### config.mk
export PLATFORM = sky130hd
export DESIGN_NAME = crr_result_regs
export DESIGN_NICKNAME = d
export VERILOG_FILES = /design/src/crr_pkg.sv /design/src/crr_result_mem.sv /design/src/crr_pin_drive.sv /design/src/crr_result_regs.sv
export SDC_FILE = /design/constraint.sdc
export NUM_CORES = 1
export LEC_CHECK = 0
export BUFFER_PORTS_ARGS = -buffer_cell sky130_fd_sc_hd__buf_2
export CAP_MARGIN = 20
export CORE_MARGIN = 1
export CORE_UTILIZATION = 50
export DETAILED_ROUTE_END_ITERATION = 12
export GPL_TIMING_DRIVEN = 0
export PLACE_DENSITY = 0.7
export SLEW_MARGIN = 10
export SYNTH_ARGS = -nofsm -noshare
export SYNTH_HDL_FRONTEND = slang
export SYNTH_SLANG_ARGS = --single-unit
### constraint.sdc
create_clock -name clock -period 3 [get_ports clock]
set_clock_uncertainty 0.1 [all_clocks]
set_input_delay 0.3 -clock clock [delete_from_list [all_inputs] [get_ports clock]]
set_output_delay 0.3 -clock clock [all_outputs]
set_load 0.005 [all_outputs]
### src/crr_pkg.sv
// package: register map, field layout and carrier types for the conversion result bank
package crr_pkg;
   localparam int ADDR_W = 8;
   localparam int DATA_W = 32;
   localparam int RES_W = 24;
   localparam int NUM_CH = 16;
   localparam int CH_W = 4;
   localparam int ERR_W = 8;
   localparam int GPIO_W = 4;

   localparam logic [ADDR_W-1:0] OFF_RESULT_STATUS = 8'h20;
   localparam logic [ADDR_W-1:0] OFF_CH_RESULT_FIRST = 8'h28;
   localparam logic [ADDR_W-1:0] OFF_CH_RESULT_LAST = 8'h64;
   localparam logic [ADDR_W-1:0] OFF_CH_RESULT_STEP = 8'h04;
   localparam logic [ADDR_W-1:0] OFF_PIN_FUNCTION = 8'h68;
   localparam logic [ADDR_W-1:0] OFF_CONFIG = 8'h70;
   localparam logic [ADDR_W-1:0] OFF_IRQ_STATUS = 8'h74;
   localparam logic [ADDR_W-1:0] OFF_IRQ_MASK = 8'h78;
   localparam logic [ADDR_W-1:0] OFF_ERR_ENABLE = 8'h7c;

   localparam logic [7:0] STATUS_RESET = 8'h60;
   localparam int ST_ERR_BIT = 7;
   localparam int ST_RST_BIT = 6;
   localparam int ST_RDY_BIT = 5;
   localparam int ST_FIR_BIT = 4;
   localparam int ST_CH_LSB = 0;
   localparam int RES_LSB = 8;

   localparam logic [15:0] PIN_FUNC_RESET = 16'h0004;
   // writable fields: bit 14 plus the low byte; bits 15 and 13:8 reserved
   localparam logic [15:0] PIN_FUNC_WMASK = 16'h40ff;
   localparam int PF_CHAN_PINS_BIT = 14;

   localparam int CFG_SHARED_BIT = 0;
   localparam int CFG_PERCH_BIT = 1;
   localparam int CFG_FIR_BIT = 2;
   localparam int CFG_OVERRIDE_BIT = 3;

   localparam int IRQ_W = 3;
   localparam int IRQ_CONV_BIT = 0;
   localparam int IRQ_RESET_BIT = 1;
   localparam int IRQ_ERR_BIT = 2;

   typedef struct packed {
      logic [ADDR_W-1:0] paddr;
      logic psel;
      logic penable;
      logic pwrite;
      logic [DATA_W-1:0] pwdata;
   } crr_apb_req_t;

   typedef struct packed {
      logic [DATA_W-1:0] prdata;
      logic pready;
      logic pslverr;
   } crr_apb_rsp_t;

   typedef struct packed {
      logic valid;
      logic [CH_W-1:0] channel;
      logic [RES_W-1:0] data;
      logic settled;
   } crr_conv_t;
endpackage : crr_pkg

### src/crr_result_mem.sv
// per-channel result storage with registered read port
`timescale 1ns/1ps
module crr_result_mem #(
   parameter int DEPTH = 16,
   parameter int WIDTH = 24,
   parameter int AW = 4
) (
   input wire logic clock, // 200 MHz clock
   input wire logic rst_n, // synchronous reset, active low
   input wire logic we, // write strobe
   input wire logic [AW-1:0] waddr, // write index
   input wire logic [WIDTH-1:0] wdata, // write data
   input wire logic [AW-1:0] raddr, // read index
   output logic [WIDTH-1:0] rdata // registered read data
);
   typedef struct packed {
      logic [DEPTH-1:0][WIDTH-1:0] mem;
      logic [WIDTH-1:0] rd;
   } crr_mem_state_t;

   crr_mem_state_t state_reg;
   crr_mem_state_t state_next;

   always_comb begin
      state_next = state_reg;
      state_next.rd = state_reg.mem[raddr];
      if (we) begin
         state_next.mem[waddr] = wdata;
      end
   end

   always_ff @(posedge clock) begin
      if (!rst_n) begin
         state_reg <= '0;
      end else begin
         state_reg <= state_next;
      end
   end

   assign rdata = state_reg.rd;
endmodule : crr_result_mem

### src/crr_pin_drive.sv
// general-purpose pin arbitration between other pin functions and channel number
`timescale 1ns/1ps
module crr_pin_drive #(
   parameter int W = 4
) (
   input wire logic clock, // 200 MHz clock
   input wire logic rst_n, // synchronous reset, active low
   input wire logic chan_enable, // channel number on pins enabled
   input wire logic [W-1:0] channel, // current channel number
   input wire logic [W-1:0] other_oe, // other function claims pin
   input wire logic [W-1:0] other_out, // other function drive level
   output logic [W-1:0] pin_out, // pin output level, registered
   output logic [W-1:0] pin_oe // pin output enable, registered
);
   typedef struct packed {
      logic [W-1:0] out;
      logic [W-1:0] oe;
   } crr_pin_state_t;

   crr_pin_state_t state_reg;
   crr_pin_state_t state_next;

   always_comb begin
      state_next = state_reg;
      for (int i = 0; i < W; i++) begin
         // another function holding a pin wins over the channel number
         if (other_oe[i]) begin
            state_next.oe[i] = 1'b1;
            state_next.out[i] = other_out[i];
         end else if (chan_enable) begin
            state_next.oe[i] = 1'b1;
            state_next.out[i] = channel[i];
         end else begin
            state_next.oe[i] = 1'b0;
            state_next.out[i] = 1'b0;
         end
      end
   end

   always_ff @(posedge clock) begin
      if (!rst_n) begin
         state_reg <= '0;
      end else begin
         state_reg <= state_next;
      end
   end

   assign pin_out = state_reg.out;
   assign pin_oe = state_reg.oe;
endmodule : crr_pin_drive

### src/crr_result_regs.sv
// conversion result register bank with APB slave, interrupts and pin drive
//
// The implementer's own choice: register access over APB.
`timescale 1ns/1ps
// Function
// - 32-bit result word: result in 31:8, status in 7:0, reset 0x60.
// - Result word sits at byte addresses 0x20 to 0x23, little endian.
// - Result word valid only while all channels share one data register; config bit 3 (override) also shows it outside shared mode.
// - Status bit 7 high while any enabled error flag is set.
// - Status bit 6 set by any reset, resets high, write one clears.
// - Status bit 5 follows conversion-ready, read-only, one after reset.
// - Status bit 4 low until FIR output settles, then high.
// - Status bits 3:0 give channel of the previous result.
// - Sixteen channel result words from 0x28 to 0x64, step four.
// - With per-channel mode on, each result goes to its channel word.
// - Channel words hold read-only 24-bit result, reset zero.
// - Pin-function register 16 bits at 0x68, reset 0x0004.
// - Any pin-function write resets filter, control logic and sequencer.
// - Bit 14 set drives channel number on four pins, pin 3 msb.
// - Bit 14 clear leaves the channel number off the pins.
// - Other pin functions take precedence over the channel number.
module crr_result_regs (
   input wire logic clock, // 200 MHz clock
   input wire logic rst_n, // synchronous reset, active low
   input wire crr_pkg::crr_apb_req_t apb_req, // apb request
   output crr_pkg::crr_apb_rsp_t apb_rsp, // apb response
   input wire crr_pkg::crr_conv_t conv, // conversion result strobe
   input wire logic conv_ready, // conversion-ready indicator level
   input wire logic [crr_pkg::ERR_W-1:0] error_flags, // raw error flags
   input wire logic reset_event, // register or sequence reset pulse
   input wire logic [crr_pkg::GPIO_W-1:0] other_pin_oe, // other function owns pin
   input wire logic [crr_pkg::GPIO_W-1:0] other_pin_out, // other function level
   input wire logic [crr_pkg::CH_W-1:0] current_channel, // channel being converted
   output logic filter_reset, // one-cycle pulse to filter, control, sequencer
   output logic [crr_pkg::GPIO_W-1:0] gpio_out, // pin levels
   output logic [crr_pkg::GPIO_W-1:0] gpio_oe, // pin output enables
   output logic irq // level interrupt
);
   typedef enum logic [2:0] {
      BUS_IDLE = 3'b001,
      BUS_WAIT = 3'b010,
      BUS_DONE = 3'b100
   } crr_bus_state_t;

   typedef struct packed {
      crr_bus_state_t bus;
      logic [crr_pkg::RES_W-1:0] result;
      logic rst_flag;
      logic settled;
      logic [crr_pkg::CH_W-1:0] last_ch;
      logic [15:0] pin_func;
      logic [3:0] config_bits;
      logic [crr_pkg::ERR_W-1:0] err_enable;
      logic [crr_pkg::IRQ_W-1:0] irq_status;
      logic [crr_pkg::IRQ_W-1:0] irq_mask;
      logic [crr_pkg::DATA_W-1:0] rdata;
      logic slverr;
      logic frst;
      logic rdy_d;
   } crr_state_t;

   crr_state_t state_reg;
   crr_state_t state_next;
   logic [crr_pkg::RES_W-1:0] mem_rdata;
   logic mem_we;
   logic [crr_pkg::CH_W-1:0] mem_raddr;
   logic err_summary;
   logic shared_mode;

   function automatic logic is_ch_addr(input logic [crr_pkg::ADDR_W-1:0] a);
      return (a >= crr_pkg::OFF_CH_RESULT_FIRST) && (a <= crr_pkg::OFF_CH_RESULT_LAST)
         && (a[1:0] == 2'b00);
   endfunction : is_ch_addr

   function automatic logic [crr_pkg::CH_W-1:0] ch_index(input logic [crr_pkg::ADDR_W-1:0] a);
      logic [crr_pkg::ADDR_W-1:0] d;
      d = (a - crr_pkg::OFF_CH_RESULT_FIRST) >> 2;
      return d[crr_pkg::CH_W-1:0];
   endfunction : ch_index

   // override lets software see the result word outside shared mode, for bring-up
   assign shared_mode = state_reg.config_bits[crr_pkg::CFG_SHARED_BIT]
      | state_reg.config_bits[crr_pkg::CFG_OVERRIDE_BIT];
   assign err_summary = |(error_flags & state_reg.err_enable);
   assign mem_we = conv.valid && state_reg.config_bits[crr_pkg::CFG_PERCH_BIT];
   assign mem_raddr = ch_index(apb_req.paddr);

   crr_result_mem #(
      .DEPTH(crr_pkg::NUM_CH),
      .WIDTH(crr_pkg::RES_W),
      .AW(crr_pkg::CH_W)
   ) u_mem (
      .clock(clock),
      .rst_n(rst_n),
      .we(mem_we),
      .waddr(conv.channel),
      .wdata(conv.data),
      .raddr(mem_raddr),
      .rdata(mem_rdata)
   );

   crr_pin_drive #(
      .W(crr_pkg::GPIO_W)
   ) u_pins (
      .clock(clock),
      .rst_n(rst_n),
      .chan_enable(state_reg.pin_func[crr_pkg::PF_CHAN_PINS_BIT]),
      .channel(current_channel),
      .other_oe(other_pin_oe),
      .other_out(other_pin_out),
      .pin_out(gpio_out),
      .pin_oe(gpio_oe)
   );

   always_comb begin
      logic wr;
      logic [7:0] status;
      logic [crr_pkg::IRQ_W-1:0] ev;
      logic [crr_pkg::IRQ_W-1:0] w1c;
      wr = 1'b0;
      status = '0;
      ev = '0;
      w1c = '0;
      state_next = state_reg;
      state_next.frst = 1'b0;
      state_next.rdy_d = conv_ready;

      // conversion capture into the shared result word
      if (conv.valid && state_reg.config_bits[crr_pkg::CFG_SHARED_BIT]) begin
         state_next.result = conv.data;
      end
      if (conv.valid) begin
         state_next.last_ch = conv.channel;
         // without the FIR the settled bit carries no meaning and each conversion sets it high
         state_next.settled = conv.settled
            | ~state_reg.config_bits[crr_pkg::CFG_FIR_BIT];
         ev[crr_pkg::IRQ_CONV_BIT] = 1'b1;
      end
      ev[crr_pkg::IRQ_ERR_BIT] = err_summary;
      ev[crr_pkg::IRQ_RESET_BIT] = reset_event;

      status[crr_pkg::ST_ERR_BIT] = err_summary;
      status[crr_pkg::ST_RST_BIT] = state_reg.rst_flag;
      status[crr_pkg::ST_RDY_BIT] = state_reg.rdy_d;
      status[crr_pkg::ST_FIR_BIT] = state_reg.settled;
      status[crr_pkg::ST_CH_LSB +: crr_pkg::CH_W] = state_reg.last_ch;

      case (state_reg.bus)
         BUS_IDLE: begin
            if (apb_req.psel && !apb_req.penable) begin
               state_next.bus = BUS_WAIT;
            end
         end
         BUS_WAIT: begin
            // one wait cycle lets the result memory present its registered data
            state_next.bus = BUS_DONE;
            state_next.slverr = 1'b0;
            if (apb_req.pwrite) begin
               // read data is left alone so prdata holds until the next read
               wr = 1'b1;
            end else begin
               state_next.rdata = '0;
               // reads only fetch; no flag is touched by a read
               if (apb_req.paddr == crr_pkg::OFF_RESULT_STATUS) begin
                  if (shared_mode) begin
                     state_next.rdata = {state_reg.result, status};
                  end else begin
                     state_next.rdata = {{crr_pkg::RES_W{1'b0}}, status};
                  end
               end else if (is_ch_addr(apb_req.paddr)) begin
                  state_next.rdata = {8'h00, mem_rdata};
               end else if (apb_req.paddr == crr_pkg::OFF_PIN_FUNCTION) begin
                  state_next.rdata = {16'h0000, state_reg.pin_func};
               end else if (apb_req.paddr == crr_pkg::OFF_CONFIG) begin
                  state_next.rdata = {28'h0000000, state_reg.config_bits};
               end else if (apb_req.paddr == crr_pkg::OFF_IRQ_STATUS) begin
                  state_next.rdata = {29'h00000000, state_reg.irq_status};
               end else if (apb_req.paddr == crr_pkg::OFF_IRQ_MASK) begin
                  state_next.rdata = {29'h00000000, state_reg.irq_mask};
               end else if (apb_req.paddr == crr_pkg::OFF_ERR_ENABLE) begin
                  state_next.rdata = {24'h000000, state_reg.err_enable};
               end else begin
                  state_next.slverr = 1'b1;
               end
            end
         end
         BUS_DONE: begin
            state_next.bus = BUS_IDLE;
            state_next.slverr = 1'b0;
         end
         default: begin
            state_next.bus = BUS_IDLE;
         end
      endcase

      if (wr) begin
         if (apb_req.paddr == crr_pkg::OFF_RESULT_STATUS) begin
            if (apb_req.pwdata[crr_pkg::ST_RST_BIT]) begin
               state_next.rst_flag = 1'b0;
            end
         end else if (apb_req.paddr == crr_pkg::OFF_PIN_FUNCTION) begin
            state_next.pin_func = apb_req.pwdata[15:0] & crr_pkg::PIN_FUNC_WMASK;
            state_next.frst = 1'b1;
         end else if (apb_req.paddr == crr_pkg::OFF_CONFIG) begin
            state_next.config_bits = apb_req.pwdata[3:0];
         end else if (apb_req.paddr == crr_pkg::OFF_IRQ_STATUS) begin
            w1c = apb_req.pwdata[crr_pkg::IRQ_W-1:0];
         end else if (apb_req.paddr == crr_pkg::OFF_IRQ_MASK) begin
            state_next.irq_mask = apb_req.pwdata[crr_pkg::IRQ_W-1:0];
         end else if (apb_req.paddr == crr_pkg::OFF_ERR_ENABLE) begin
            state_next.err_enable = apb_req.pwdata[crr_pkg::ERR_W-1:0];
         end else if (!is_ch_addr(apb_req.paddr)) begin
            state_next.slverr = 1'b1;
         end
      end

      // set wins over a clear in the same cycle
      if (reset_event) begin
         state_next.rst_flag = 1'b1;
      end
      state_next.irq_status = (state_reg.irq_status & ~w1c) | ev;
   end

   always_ff @(posedge clock) begin
      if (!rst_n) begin
         state_reg <= '0;
         state_reg.bus <= BUS_IDLE;
         state_reg.rst_flag <= crr_pkg::STATUS_RESET[crr_pkg::ST_RST_BIT];
         state_reg.rdy_d <= crr_pkg::STATUS_RESET[crr_pkg::ST_RDY_BIT];
         state_reg.pin_func <= crr_pkg::PIN_FUNC_RESET;
         state_reg.irq_status <= '0;
      end else begin
         state_reg <= state_next;
      end
   end

   assign apb_rsp.pready = (state_reg.bus == BUS_DONE);
   assign apb_rsp.prdata = state_reg.rdata;
   assign apb_rsp.pslverr = state_reg.slverr & (state_reg.bus == BUS_DONE);
   assign filter_reset = state_reg.frst;
   assign irq = |(state_reg.irq_status & state_reg.irq_mask);
endmodule : crr_result_regs

Yosys cells after proc, flatten, opt, wreduce, memory -nomap -nowiden
Index checks and enable logic that the tools add are counted.
Word-level totals
  register bits: 511
  input bits: 97
  output and inout bits: 44
  logic and storage cells: 138
Operators by class
  reductions and logical operators: 18
  add/sub/neg operators: 1
  mux-type cells: 54
  bitwise operators: 17
  $lt $le $gt $ge: 5
  eq/ne operators: 10
Operators with widths (count)
  bitwise mux 384 bit: 1
  binary-select mux 24 bit (select 4 bit): 1
  demux 24 bit (select 4 bit): 1
  two-way mux 24 bit: 3
  two-way mux 32 bit: 2
  == test 8 x 7 -> 1 bit, second input constant: 5
  two-way mux 8 bit: 4
  two-way mux 1 bit: 31
  two-way mux 3 bit: 6
  two-way mux 15 bit: 1
  less-than comparator 4 x 5 -> 1 bit, second input constant: 2
  NOT 1 bit: 9
  bitwise AND 8 bit: 1
  == test 8 x 6 -> 1 bit, second input constant: 1
  >= comparator 8 x 6 -> 1 bit, second input constant: 1
  less-or-equal comparator 8 x 7 -> 1 bit, second input constant: 1
  OR reduction 8 bit: 1
  AND reduction 7 bit: 1
  bitwise AND 3 bit: 2
  logical AND 1 bit: 6
  case mux 3 bit (2 select lines): 1
  AND reduction 3 bit: 2
  AND reduction 6 bit: 1
  OR reduction 3 bit: 2
  other kinds (17): 19

Depth between registers and ports, before layout
  depth in word-level cells: 18
  gate-level depth with buffers: 9

By module
Synthesis repeated with hierarchy kept, for this count alone.
Unflattened totals
  cell total of the unflattened synthesis: 2671
  area, all modules: 22763.1 µm²
Modules (own cells, without submodules)
  crr_result_mem: instances 1, seq. area each 8167.8 µm², cells each 2152, area an instance 18227.5 µm²
  crr_result_regs: instances 1, seq. area each 1901.8 µm², cells each 493, area an instance 4259.1 µm²
  crr_pin_drive: instances 1, seq. area each 160.2 µm², cells each 26, area an instance 276.5 µm²

Worst setup path after synthesis
Ideal clock, no wire load.
  kind: in2reg
  start: input port apb_req[38] (netlist bit)
  end: register u_mem.state_reg (netlist bit u_mem.rdata[10])
  path buffers: 4
  arrival: 2.635 ns
  data required time: 2.785 ns
  cell stages on the path: 9
  setup slack: 0.151 ns
  library setup time: 0.115 ns
  cell sequence: buf_4 > clkbuf_1 > buf_2 > inv_1 > ha_1 > xor2_2 > buf_2 > mux4_2 > and2_1
On the way
  word-level cells in the longest chain between the ends: 3
RTL lines
  from (decl): line crr_result_regs.sv:25  | input wire crr_pkg::crr_apb_req_t apb_req,
  subtractor 6 bit: line crr_result_regs.sv:77  | d = (a - crr_pkg::OFF_CH_RESULT_FIRST) >> 2;
  binary-select mux 24 bit (select 4 bit): line crr_result_mem.sv:26  | state_next.rd = state_reg.mem[raddr];
  two-way mux 24 bit (not written as such): line crr_result_mem.sv:26
  to (signal assigned): line crr_result_mem.sv:36  | state_reg <= state_next;
  to (decl): line crr_result_mem.sv:21  | crr_mem_state_t state_reg;
Every way passes these cells. The select of a mux whose other input is x is not followed.
A chain may end at the register's enable or synchronous reset.

Worst setup path after layout
  start: input port apb_req[38] (netlist bit)
  end: register u_mem.state_reg (netlist bit u_mem.rdata[22])
Same word-level chain as after synthesis.

==> reports/metrics.cfg <==
[route]
wire_per_inst_um=21.4
drt-initial-drc-count=2115
finalWirelength_mm=69.1
via_per_inst=5.90
drc_errors=0
vias=19017
ant_nets=0
firstDrtPassIters=8

[synth]
synth_cell_types=56
yosys_most_used_dff=dfxtp_1
yosys_warnings=0
synthArstFlopShare_pct=0
synth-seq-cells=511
synth-seq-area-share_pct=47.9
syn_avg_cell_area_sq_um=8.66
synth_area_sq_um=21400
netlist_instances=2469
synth_edf_count=0
syn-num-nets=2568

[clocking]
cts_tree=done
clock_path_buffers=3
cts_buffers=52
cts_setup_buffers=0
clock-sinks=511
clk_latency_ps=610
htreeDepth=2
clk_pin_slew_ps=60
cts_root_buf=clkbuf_16

[setup_path]
rrSetupSlack_ps=390
crit_required_ps=3390
worstSetupPathType=in -> reg
startpoint=apb_req[38]
reg2regPathDepth=5
r2r_end=u_mem.state_reg[114]$_SDFFE_PN0P_
end_kind=flop
arrival_ps=3270
start_kind=input pin
worstReg2RegStart=state_reg[50]$_SDFFE_PN0P_
crit_fanout=16
endpoint=u_mem.rdata[22]$_SDFF_PN0_

[placement]
hpwl_mm=50.3
place.port_buffers=91
routabilityCongestion=0.968

[timing]
worst_hold_slack_ps=25.4
slew_violations=0
tightest_slew_ps=1080
max_freq_ghz=0.347
min_period_ps=2880
min_period_over_period_pct=96.1
setup_violations=0
slew_headroom_pct=28.0
hold_viol=0
rsz0062_at_grt=no

[power]
p_leak_nw=8.35
ir_worst_vdd_uv=442
power.density_cell_area_nw_per_um2=577
p_clk_share_pct=46.9
combPwrFrac_pct=5.0
swShare_pct=23.0
switchingPower_w=0.00326
seqPwrFrac_pct=48.1
p_int_w=0.0109

[floorplan]
start_util_pct=50.9
die_area_sq_um=43600
die_x_um=209
die_height_um=209
coreArea_sq_um=42000
io_pins=141
rows=75

[final_layout]
multi_input_area_sq_um=9940
register_area_sq_um=10200
fill_cells=3654
nets=2739
largest_register_ffs=384
area_delta_synth_final_pct=14.7
final_util_pct=58.3
layout-drive-gt1-share_pct=13.5

[global_route]
grt_pass1_vias=18174
antenna_found_initial=7
grt_pass1_wl_mm=106
grt_util_all_layers_pct=31.6
grt_overflow_total=0
grt_max_degree=17

[worst_hold_path]
hold_class=in -> reg

[outcome]
status=completed

[flow_run]
drv_cap=0

==> layer usage <==
layer	global-route usage [%]	wire length, um	part of all wire, %	up-vias
li1	-	-	-	8653
met5	0	38	0.055	-
met1	41.1	27100	39	9137
met4	15.8	3420	4.9	6
met3	5.79	6590	9.5	185
met2	50.8	31900	46	1036
==> cells in the final DEF (no fill, tap or decap), types with 8 or more instances in the layout <==
cell / Yosys / routed
nand2_1: 869 / 869
dfxtp_1: 511 / 511
a21oi_1: 432 / 432
clkbuf_1: 199 / 212
mux4_2: 123 / 123
buf_2: 12 / 103
nor2_1: 65 / 65
clkbuf_16: 0 / 53
buf_4: 34 / 34
and2_1: 30 / 30
nand3_1: 27 / 27
dlygate4sd3_1: 0 / 27
mux2i_1: 24 / 24
a221oi_1: 12 / 12
o21ai_0: 12 / 12
clkbuf_8: 0 / 12
nor3_1: 10 / 10
nand2b_1: 8 / 8
buf_6: 8 / 8
a22oi_1: 8 / 8
clkinv_2: 0 / 8
==> critical path, cell delays in order <==
cell,delay [ps]
buf_2,120
buf_4,280
buf_2,370
inv_1,110
ha_1,300
buf_1,430
clkbuf_1,630
mux4_2,510
and2_1,190
==> power by group through the flow <==
stage / Clock (W) / Sequential (W) / Combinational, W
2_1_floorplan: 0 / 0.00696 / 0.000393
3_3_place_gp: 0 / 0.00696 / 0.000650
3_5_place_dp: 0 / 0.00696 / 0.000660
4_1_cts: 0.00667 / 0.00681 / 0.000689
5_1_grt: 0.00697 / 0.00680 / 0.000740
6_report: 0.00664 / 0.00681 / 0.000705
==> cell families (layout without fill, tap and decap cells) <==
group           Yosys count  after routing  share of synthesized area, %
simple gates           1040           1040                          19.6
flops                   511            511                          47.9
compound gates          500            500                          12.5
buf+inv                 267            479                          5.69
mux                     147            147                          14.1
fa+ha+maj                 2              2                         0.117
xor+xnor                  2              2                         0.117
other cells               0              2                             0
==> cell usage after synthesis (all sizes together) (3+ instances only) <==
cell type / n / share of area [%]
a211oi: 4 / 0.21
a21boi: 4 / 0.14
a21oi: 432 / 10
a221oi: 12 / 0.49
a22oi: 8 / 0.28
a31oi: 7 / 0.20
and2: 30 / 0.88
and3: 5 / 0.15
buf: 60 / 2.1
clkbuf: 199 / 3.5
dfxtp: 511 / 48
inv: 8 / 0.14
mux2i: 24 / 1.1
mux4: 123 / 13
nand2: 869 / 15
nand2b: 8 / 0.23
nand3: 27 / 0.63
nand4: 5 / 0.15
nor2: 65 / 1.1
nor3: 11 / 0.28
nor3b: 4 / 0.14
o21a: 3 / 0.11
o21ai: 14 / 0.33
o2bb2ai: 3 / 0.12
o32ai: 4 / 0.16
==> per-stage QoR <==
stage / instances / area, sq um / worst slack, ps / TNS, ps / total power [W]
6_report: 3222 / 24500 / 117 / 0 / 0.0142
4_1_cts: 3220 / 24500 / 113 / 0 / 0.0142
3_5_place_dp: 3099 / 22500 / -1010 / -21270 / 0.00762
5_1_grt: 3220 / 24500 / 73.1 / 0 / 0.0145
3_3_place_gp: 3099 / 22500 / -961 / -20130 / 0.00761
2_1_floorplan: 2469 / 21400 / 151 / 0 / 0.00735
==> timing repair <==
item,in CTS,in global routing
hold buffers,27,0
endpoints found under the setup margin,20,10
gates resized for setup,0,1
endpoints found under the hold margin,38,0
==> final cells by class <==
class / count / share of cell area, %
antenna: 2 / 0.0204
buffer: 258 / 4.82
clock buffer: 79 / 6.29
clock inverter: 16 / 0.786
inverter: 8 / 0.122
multi-input combinational: 1691 / 40.5
sequential: 511 / 41.7
tap: 539 / 2.75
timing repair buffer: 118 / 2.96
==> worst min path at each step <==
stage	to	cells after the start	startpoint	slack, ps
after floorplan	state_reg[100]$_SDFFE_PN0P_	1	apb_req[33]	290
after global placement	u_mem.state_reg[161]$_SDFFE_PN0P_	2	u_mem.state_reg[161]$_SDFFE_PN0P_	340
after detailed placement	u_mem.state_reg[326]$_SDFFE_PN0P_	2	u_mem.state_reg[326]$_SDFFE_PN0P_	340
after CTS	state_reg[70]$_SDFFE_PN0P_	3	conv[26]	0.6
after global routing	u_mem.state_reg[240]$_SDFFE_PN0P_	3	conv[1]	20
final	state_reg[40]$_SDFF_PN0_	4	error_flags[4]	30
Note: power is estimated with default switching activity, not from simulation.
